===== src/uif_pkg.sv =====
`default_nettype none
package uif_pkg;
    // Register offsets
    localparam logic [7:0] OFS_OTG = 8'h14;
    localparam logic [7:0] OFS_SER = 8'h18;
    localparam logic [7:0] OFS_FLG = 8'h1c;
    localparam logic [7:0] OFS_HLD = 8'h20;
    localparam logic [7:0] OFS_MSK = 8'h24;
    localparam logic [7:0] OFS_SOF = 8'h28;
    localparam logic [7:0] OFS_PID = 8'h2c;
    localparam logic [7:0] OFS_EPT = 8'h30;
    localparam logic [7:0] OFS_MRK = 8'h34;
    localparam logic [7:0] OFS_OTM = 8'h38;
    localparam logic [7:0] OFS_PWR = 8'h3c;
    // Serial control field positions
    localparam int SER_RCV = 6;
    localparam int SER_RXM = 5;
    localparam int SER_RXP = 4;
    localparam int SER_SE0 = 3;
    localparam int SER_TXD = 2;
    localparam int SER_TXEN = 1;
    localparam int SER_FSLS = 0;
    // Signal flag positions
    localparam int FLG_TOK = 6;
    localparam int FLG_SE0 = 5;
    localparam int FLG_K = 4;
    localparam int FLG_J = 3;
    localparam int FLG_CRC = 2;
    localparam int FLG_RXA = 1;
    localparam int FLG_RXE = 0;
    localparam int NFLG = 7;
    // Other field positions, mask field width and port count
    localparam int EP_VALID = 4;
    localparam int PWR_VALID = 8;
    localparam int MSK_W = 8;
    localparam int NPORT = 4;
    // Reset values
    localparam logic SER_TXEN_RST = 1'b1;
    localparam logic [6:0] FLG_RST = 7'h00;
    localparam logic [31:0] MSK_RST = 32'h0000_0000;
    localparam logic [10:0] SOF_RST = 11'h000;
    localparam logic [15:0] MRK_RST = 16'h0000;
    localparam logic [31:0] OTM_RST = 32'h0000_0000;
    localparam logic [8:0] PWR_RST = 9'h000;
    // Line state codes and endpoint mark bit
    localparam logic [1:0] LS_SE0 = 2'h0;
    localparam logic [1:0] LS_J = 2'h1;
    localparam logic [1:0] LS_K = 2'h2;
    localparam logic [4:0] EP_MARK_OR = 5'h10;
endpackage : uif_pkg
`default_nettype wire


===== src/uif_status_flags.sv =====
`timescale 1ns/10ps
`default_nettype none
module uif_status_flags
    import uif_pkg::*;
(
    input wire logic ref_clk,
    input wire logic resetn,
    input wire logic reg_wr,
    input wire logic reg_rd,
    input wire logic [7:0] reg_addr,
    input wire logic [31:0] reg_wdata,
    output logic [31:0] reg_rdata_r,
    input wire logic [5:0] otg_status_in,
    input wire logic rx_diff_in,
    input wire logic rx_minus_in,
    input wire logic rx_plus_in,
    output logic tx_se0_r,
    output logic tx_data_r,
    output logic transmit_enable_low_r,
    output logic serial_interface_select_r,
    input wire logic [1:0] line_state,
    input wire logic rx_active,
    input wire logic rx_error,
    input wire logic pkt_start,
    input wire logic pid_valid,
    input wire logic [3:0] pid_value,
    input wire logic tok_valid,
    input wire logic tok_crc5_ok,
    input wire logic tok_pid_ok,
    input wire logic [6:0] tok_addr,
    input wire logic [3:0] tok_endp,
    input wire logic [6:0] dev_addr,
    input wire logic data_crc16_fail,
    input wire logic sof_pulse,
    output logic [NPORT-1:0] flag_port_r,
    output logic [4:0] rx_endp_r,
    output logic rx_endp_stb_r,
    output logic power_signal_valid_r,
    output logic [7:0] power_signal_value_r
);

////////////////////////////////////////////////////////////////////////////////
// Input synchronisers

    logic [8:0] async_in;
    logic [8:0] meta_r;
    logic [8:0] sync_r;
    genvar gs;

    // Transceiver status lines are not tied to ref_clk, so each bit is resynced
    assign async_in = {rx_diff_in, rx_minus_in, rx_plus_in, otg_status_in};

    generate
        for (gs = 0; gs < 9; gs++) begin : g_sync
            always_ff @(posedge ref_clk) begin
                if (!resetn) begin
                    meta_r[gs] <= 1'b0;
                    sync_r[gs] <= 1'b0;
                end else begin
                    meta_r[gs] <= async_in[gs];
                    sync_r[gs] <= meta_r[gs];
                end
            end
        end
    endgenerate

////////////////////////////////////////////////////////////////////////////////
// Register decode

    logic [NFLG-1:0] flags_r;
    logic [NFLG-1:0] flags_nxt;
    logic [NFLG-1:0] hold_r;
    logic [31:0] mask_r;
    logic [10:0] sof_cnt_r;
    logic [3:0] pid_r;
    logic [3:0] endp_r;
    logic endp_valid_r;
    logic [15:0] mark_r;
    logic [31:0] otg_mask_r;
    logic [31:0] rdata_nxt;
    logic wr_ser;
    logic wr_flg;
    logic wr_hld;
    logic wr_msk;
    logic wr_sof;
    logic wr_mrk;
    logic wr_otm;
    logic wr_pwr;
    logic [NFLG-1:0] flg_clr;
    logic tok_hit;
    logic [NFLG-1:0] flg_ev;
    logic [6:0] ser_view;

    // Write strobes per register
    assign wr_ser = reg_wr && (reg_addr == OFS_SER);
    assign wr_flg = reg_wr && (reg_addr == OFS_FLG);
    assign wr_hld = reg_wr && (reg_addr == OFS_HLD);
    assign wr_msk = reg_wr && (reg_addr == OFS_MSK);
    assign wr_sof = reg_wr && (reg_addr == OFS_SOF);
    assign wr_mrk = reg_wr && (reg_addr == OFS_MRK);
    assign wr_otm = reg_wr && (reg_addr == OFS_OTM);
    assign wr_pwr = reg_wr && (reg_addr == OFS_PWR);
    assign flg_clr = wr_flg ? reg_wdata[NFLG-1:0] : '0;

    assign ser_view = {sync_r[8:6], tx_se0_r, tx_data_r,
        transmit_enable_low_r, serial_interface_select_r};

    // Read mux; unmapped offsets read zero
    always_comb begin
        rdata_nxt = 32'h0000_0000;
        unique case (reg_addr)
            OFS_OTG: rdata_nxt = {26'h0, sync_r[5:0]};
            OFS_SER: rdata_nxt = {25'h0, ser_view};
            OFS_FLG: rdata_nxt = {25'h0, flags_r};
            OFS_HLD: rdata_nxt = {25'h0, hold_r};
            OFS_MSK: rdata_nxt = mask_r;
            OFS_SOF: rdata_nxt = {21'h0, sof_cnt_r};
            OFS_PID: rdata_nxt = {28'h0, pid_r};
            OFS_EPT: rdata_nxt = {27'h0, endp_valid_r, endp_r};
            OFS_MRK: rdata_nxt = {16'h0, mark_r};
            OFS_OTM: rdata_nxt = otg_mask_r;
            OFS_PWR: rdata_nxt = {23'h0, power_signal_valid_r,
                power_signal_value_r};
            default: rdata_nxt = 32'h0000_0000;
        endcase
    end

    // Read data is held until the next read
    always_ff @(posedge ref_clk) begin
        if (!resetn) begin
            reg_rdata_r <= 32'h0000_0000;
        end else if (reg_rd) begin
            reg_rdata_r <= rdata_nxt;
        end
    end

////////////////////////////////////////////////////////////////////////////////
// Serial line control and plain storage

    always_ff @(posedge ref_clk) begin
        if (!resetn) begin
            tx_se0_r <= 1'b0;
            tx_data_r <= 1'b0;
            transmit_enable_low_r <= SER_TXEN_RST;
            serial_interface_select_r <= 1'b0;
        end else if (wr_ser) begin
            tx_se0_r <= reg_wdata[SER_SE0];
            tx_data_r <= reg_wdata[SER_TXD];
            transmit_enable_low_r <= reg_wdata[SER_TXEN];
            serial_interface_select_r <= reg_wdata[SER_FSLS];
        end
    end

    // Configuration registers written whole
    always_ff @(posedge ref_clk) begin
        if (!resetn) begin
            hold_r <= FLG_RST;
            mask_r <= MSK_RST;
            mark_r <= MRK_RST;
            otg_mask_r <= OTM_RST;
            {power_signal_valid_r, power_signal_value_r} <= PWR_RST;
        end else begin
            if (wr_hld) hold_r <= reg_wdata[NFLG-1:0];
            if (wr_msk) mask_r <= reg_wdata;
            if (wr_mrk) mark_r <= reg_wdata[15:0];
            if (wr_otm) otg_mask_r <= reg_wdata;
            if (wr_pwr) begin
                power_signal_valid_r <= reg_wdata[PWR_VALID];
                power_signal_value_r <= reg_wdata[7:0];
            end
        end
    end

////////////////////////////////////////////////////////////////////////////////
// Signal flags

    // A token counts only with both checks good and our own address
    assign tok_hit = tok_valid && tok_crc5_ok && tok_pid_ok
        && (tok_addr == dev_addr);

    assign flg_ev[FLG_TOK] = tok_hit;
    assign flg_ev[FLG_SE0] = (line_state == LS_SE0);
    assign flg_ev[FLG_K] = (line_state == LS_K);
    assign flg_ev[FLG_J] = (line_state == LS_J);
    assign flg_ev[FLG_CRC] = data_crc16_fail;
    assign flg_ev[FLG_RXA] = rx_active;
    assign flg_ev[FLG_RXE] = rx_error;

    // Per flag: a set in the clearing cycle wins over the clear
    genvar gf;
    generate
        for (gf = 0; gf < NFLG; gf++) begin : g_flag
            logic kept;
            assign kept = (flags_r[gf] & ~flg_clr[gf]) | flg_ev[gf];
            if (gf < 2) begin : g_lvl
                assign flags_nxt[gf] = hold_r[gf] ? kept
                    : flg_ev[gf];
            end else begin : g_evt
                assign flags_nxt[gf] = hold_r[gf] ? kept
                    : (pkt_start ? flg_ev[gf] : kept);
            end
        end
    endgenerate

    always_ff @(posedge ref_clk) begin
        if (!resetn) begin
            flags_r <= FLG_RST;
        end else begin
            flags_r <= flags_nxt;
        end
    end

////////////////////////////////////////////////////////////////////////////////
// Flag ports

    // Ports lag the flags by one cycle to keep outputs on flip-flops
    genvar gp;
    generate
        for (gp = 0; gp < NPORT; gp++) begin : g_port
            logic any_sel;
            assign any_sel = |(flags_r & mask_r[gp*MSK_W +: NFLG]);
            always_ff @(posedge ref_clk) begin
                if (!resetn) begin
                    flag_port_r[gp] <= 1'b0;
                end else begin
                    flag_port_r[gp] <= any_sel;
                end
            end
        end
    endgenerate

////////////////////////////////////////////////////////////////////////////////
// Frame counter, packet and endpoint capture

    // Software load wins over a frame pulse in the same cycle
    always_ff @(posedge ref_clk) begin
        if (!resetn) begin
            sof_cnt_r <= SOF_RST;
        end else if (wr_sof) begin
            sof_cnt_r <= reg_wdata[10:0];
        end else if (sof_pulse) begin
            sof_cnt_r <= sof_cnt_r + 11'h001;
        end
    end

    always_ff @(posedge ref_clk) begin
        if (!resetn) begin
            pid_r <= 4'h0;
        end else if (pid_valid) begin
            pid_r <= pid_value;
        end
    end

    // Endpoint is only taken from tokens meant for this device
    always_ff @(posedge ref_clk) begin
        if (!resetn) begin
            endp_r <= 4'h0;
            endp_valid_r <= 1'b0;
            rx_endp_r <= 5'h00;
            rx_endp_stb_r <= 1'b0;
        end else begin
            rx_endp_stb_r <= tok_hit;
            if (tok_hit) begin
                endp_r <= tok_endp;
                endp_valid_r <= 1'b1;
                rx_endp_r <= {1'b0, tok_endp}
                    | (mark_r[tok_endp] ? EP_MARK_OR : 5'h00);
            end
        end
    end
endmodule : uif_status_flags
`default_nettype wire


===== config.mk =====
export PLATFORM = sky130hd
export DESIGN_NAME = uif_status_flags
export DESIGN_NICKNAME = d
export VERILOG_FILES = /design/src/uif_pkg.sv /design/src/uif_status_flags.sv
export SDC_FILE = /design/constraint.sdc
export NUM_CORES = 1
export LEC_CHECK = 0
export ABC_AREA = 1
export ABC_CLOCK_PERIOD_IN_PS = 2500
export BUFFER_PORTS_ARGS = -buffer_cell sky130_fd_sc_hd__buf_4
export CAP_MARGIN = 20
export CORE_ASPECT_RATIO = 2
export CORE_MARGIN = 2
export CORE_UTILIZATION = 60
export CTS_BUF_LIST = sky130_fd_sc_hd__clkbuf_16
export CTS_CLUSTER_SIZE = 16
export DETAILED_ROUTE_END_ITERATION = 7
export PLACE_DENSITY = 0.88
export SETUP_SLACK_MARGIN = 0.1
export SLEW_MARGIN = 0
export SYNTH_ARGS = -nofsm -noshare
export SYNTH_HDL_FRONTEND = slang
export SYNTH_SLANG_ARGS = --single-unit

===== constraint.sdc =====
create_clock -name ref_clk -period 2.5 [get_ports ref_clk]
set_input_delay 0 -clock ref_clk [delete_from_list [all_inputs] [get_ports ref_clk]]
set_output_delay 0 -clock ref_clk [all_outputs]
set_load 0.03 [all_outputs]

# == Yosys cells after proc, flatten, opt, wreduce, memory -nomap -nowiden ==
# Cells that the tools add are included.
# totals
mem_bits_rw,0
memories,0
mem_bits_ro,0
word_cells,118
register_bits,187
latchBits,0
# classes
reduce_logical,17
muxes,19
bitwise,26
shift,0
mul,0
div_mod_pow,0
add_sub_neg,1
eq_ne,14
order_cmp,1
# op_table
op,count
case mux 32 bit (11 select lines),1
"equality test 8 x 6 -> 1 bit, second input constant",8
bitwise AND 7 bit,4
OR reduction 7 bit,4
"equality test 8 x 5 -> 1 bit, second input constant",3
2-to-1 mux 11 bit,2
2-to-1 mux 1 bit,13
"adder 11 x 1 -> 11 bit, second input constant",1
logical AND 1 bit,11
bitwise AND 1 bit,7
equality test 7 bit,1
2-to-1 mux 7 bit,1
NOT 1 bit,7
bitwise OR 1 bit,7
"< comparator 4 x 5 -> 1 bit, second input constant",1
2-to-1 mux 5 bit,1
bitwise OR 4 x 5 -> 5 bit,1
binary-select mux 1 bit (select 4 bit),1
"equality test 2 x 1 -> 1 bit, second input constant",1
"equality test 2 bit, second input constant",1
zero test 2 bit,1
nonzero test 2 bit,1

# == Depth between registers and ports, before layout ==
# depth
ltp_word,8
mapped_depth,10

# == Worst setup path after synthesis ==
# No wires, ideal clock.
# synth_path
path_kind,reg2reg
startpoint,register sof_cnt_r[0]
endpoint,register sof_cnt_r[10]
arrival_time_ns,1.183
required_time_ns,2.367
setup_slack_ns,1.185
path_stages_with_launch,9
n_path_buf,0
path_cell_list,dfxtp_1 -> ha_1 -> nand2_1 -> nor2_1 -> nand2_1 -> nor2_1 -> nand3_1 -> nand3_1 -> a31oi_1
# synth_via
elab_chain_cells,3
# synth_lines
item,line,text
from (decl),uif_status_flags.sv:74,logic [10:0] sof_cnt_r;
from (signal assigned),uif_status_flags.sv:240,sof_cnt_r <= reg_wdata[10:0];
from (signal assigned),uif_status_flags.sv:242,sof_cnt_r <= sof_cnt_r + 11'h001;
adder 11 x 1 -> 11 bit,uif_status_flags.sv:242,
2-to-1 mux 11 bit,uif_status_flags.sv:241,end else if (sof_pulse) begin
2-to-1 mux 11 bit,uif_status_flags.sv:239,end else if (wr_sof) begin
# Every way passes these cells. The select of a mux whose other input is x is not followed.
# A chain may end at the register's enable or synchronous reset.

# == Worst setup path after layout ==
# layout_path
startpoint,input reg_addr[6]
endpoint,register mask_r[28]
# layout_via
elab_chain_cells,2
# layout_lines
item,line,text
from (decl),uif_status_flags.sv:10,"input wire logic [7:0] reg_addr,"
equality test 8 x 6 -> 1 bit,uif_status_flags.sv:98,assign wr_msk = reg_wr && (reg_addr == OFS_MSK);
logical AND 1 bit,uif_status_flags.sv:98,
to (signal assigned),uif_status_flags.sv:164,if (wr_msk) mask_r <= reg_wdata;
to (decl),uif_status_flags.sv:73,logic [31:0] mask_r;
# Every way passes these cells.

==> flow_summary.toml <==
[floorplan]
start_util_pct = 60.8
die_y_um = 169
die_w_um = 86.3
ios = 141
fp-row-count = 60
fp.dieArea_mm2 = 0.0145
core_area_mm2 = 0.0134

[drt]
wl_mm = 27.8
vias_per_cell = 6.07
ant_nets = 0
drc = 0
dr.pass1.iters = 7
drt_iter0_markers = 1076
vias = 9046
wire_per_inst_um = 18.6

[cts]
clockRootBuffer = "clkbuf_16"
cts_made_buffers = 17
holdBufCountCts = 77
cts_tree = "yes"
cts_resized = 0
cts_setup_buffers = 0
cts_sinks = 183
cts_max_level = 4
clkTransAtPathRegs_ns = 0.08
clockBufferDepth = 2
clk_latency_ns = 0.44

[yosys]
synth_area_mm2 = 0.00812
yosysTopAreaCell = "dfxtp_1"
synthTopCellsByCount = "216 x nand2_1, 183 x dfxtp_1, 150 x a21oi_1"
yosysWarningCount = 0
synthMostInstantiatedCell = "nand2_1"
synth_edf_count = 0
syn_nets = 1219
ys_async_sr_fraction_pct = 0
ys_seq_area_share_pct = 45.1
ys_seq_elements = 183
ys_types = 38
ys_top_cells_by_area = "dfxtp_1 45%, nand2_1 10%, a21oi_1 9.2%, nand3_1 7.5%, o21ai_0 5.9%"
synth_top_area_share_pct = 45.1
synth-main-ff-cell = "dfxtp_1"
syn_avg_cell_area_um2 = 7.17
synthCells = 1132

[pwr]
p_per_area_mw_per_mm2 = 594
peakVddDrop_v = 0.000491
total_leakage_power_uw = 0.00441

[timing]
setup_violations = 0
worst_pin_slew_ns = 0.911
finalClockSkew_ns = 0.00982
fin_hold_ws_ns = 0.0204
rsz0062_at_grt = "no"
hold_viol = 0
period_share_pct = 85.3
fin_crit_ns = 2.13
slew_viol_final = 0
fin_ws_ns = 0.367
slew_headroom_pct = 39.1
fmax_mhz = 469
setup-tns-final_ns = 0

[hold_path]
hold_path_class = "in2reg"

[global_routing]
antenna_found_initial = 0
grt_pass1_wl_mm = 43.7
grt_usage_pct = 38.6
grt_max_degree = 83
grt-ovfl-total = 0
grt_pass1_vias = 8891

[critical_path]
critPathLaunchType = "input pin"
critPathArrivalTime_ns = 2.43
path_max_fanout = 57
crit_path_end_kind = "flip-flop"
cp_num_buf_inv = 4
path_common_cell = "nand2_2"
cp_cell_sequence = "buf_4 -> inv_1 -> nand2_2 -> nor2_4 -> nand2_4 -> inv_4 -> nand2_2 -> o21ai_0 -> dlygate4sd3_1 -> a21oi_1"
required_ns = 2.80
criticalPathCategory = "in2reg"
crit_slowest_cell = "dlygate4sd3_1"
slowest_delay_ns = 0.62
path_delay_family = "simple AND/OR/NAND/NOR gates"

[layout]
fin_nets = 1409
drive_gt1_share_pct = 16.2
fillers = 903
area_delta_synth_final_pct = 30.0
diodes = 0

[place]
pre_cts_slack_ns = 0.621
dp_hpwl_mm = 17.2
gp_congestion = 0.973
numPortBuffers = 140

[run_status]
outcome = "completed"

[flow_run]
max_cap_viol_count = 0
state kept, by name (all words and copies together), names as in the netlist:
name,count
endp_valid_r,1
flag_port_r,4
flags_r,7
hold_r,7
mark_r,16
mask_r,32
meta_r,9
otg_mask_r,32
pid_r,4
power_signal_valid_r,1
power_signal_value_r,8
reg_rdata_r,32
rx_endp_r,5
rx_endp_stb_r,1
ser_view,3
serial_interface_select_r,1
sof_cnt_r,11
sync_r,6
transmit_enable_low_r,1
tx_data_r,1
tx_se0_r,1
where the power goes:
group / internal, uW / switching, uW / total [uW]
clock network: 1440 / 1330 / 2770
registers: 2940 / 25.5 / 2970
logic: 235 / 291 / 526
total: 4620 / 1650 / 6270
metrics by stage:
stage	cells	area (um^2)	utilization (%)	total power, uW
CTS	1490	10600	79.0	6210
finish	1490	10600	79.0	6270
floorplan	1132	8120	-	3220
detailed placement	1381	9180	68.7	3430
global route	1490	10600	79.0	6410
global placement	1381	9180	68.7	3420
cell usage in the layout, fill, tap and decap left out, types with 2 or more instances in the layout:
cell type and count:
inv_4 3, inv_6 2, nand4_1 4, xor2_1 4, nor2_8 3, nand3_1 122, nand3b_1 3, nand2_4 3
or2_2 3, nand2_1 216, a21oi_1 150, o21ai_1 12, a221oi_1 4, o211ai_1 4, xnor2_1 4, clkinv_4 2
a31oi_1 5, nand2_2 8, buf_4 156, o22ai_1 23, dfxtp_1 183, nor2_1 79, inv_2 3, nor4_1 2
inv_1 124, clkbuf_16 17, o21ai_0 96, dlygate4sd3_1 77, inv_8 6, o221ai_1 2
per-layer routing:
metal	part of all wire, %	wire, um	vias to the layer above	global-route usage, %
met1	32	8980	4022	40.6
met3	9.4	2620	232	8.39
met2	49	13500	677	64.9
li1	-	-	4115	-
met5	0	0	-	0
met4	9.5	2650	0	30.6
layout make-up:
type,instances,area (um^2),area share [%]
sequential,183,3660,34.7
inverter,131,499,4.73
clock inverter,15,178,1.68
multi-input combinational,755,3630,34.4
clock buffer,17,425,4.03
timing repair buffer,234,1960,18.6
tap,155,194,1.84
kinds of logic (layout without fill, tap and decap cells):
logic type	Yosys count	after routing	synth area share (%)
flops	183	183	45.1
simple gates	446	446	24.2
compound gates	300	300	19.5
fa+ha+maj	1	1	0.154
buf+inv	194	397	10.1
xor+xnor	8	8	0.863
final timing paths:
path / cells past startpoint / end / slack (ns) / start
worst max-delay path: 10 / mask_r[28] / 0.37 / reg_addr[6]
worst min-delay path: 3 / mask_r[6] / 0.02 / reg_wr
worst max register to register: 9 / sof_cnt_r[10] / 0.88 / sof_cnt_r[0]
worst min register to register: 2 / ser_view[5] / 0.41 / meta_r[7]
worst reg2reg max path, stage by stage (launching register included):
cell and delay (ns):
dfxtp_1 0.42, ha_1 0.19, nand2_1 0.05, nor2_1 0.17, nand2_1 0.10, nor2_1 0.26
nand2_1 0.08, nand2_1 0.07, nand3_1 0.07, a31oi_1 0.14
(Power assumes the default switching activity.)
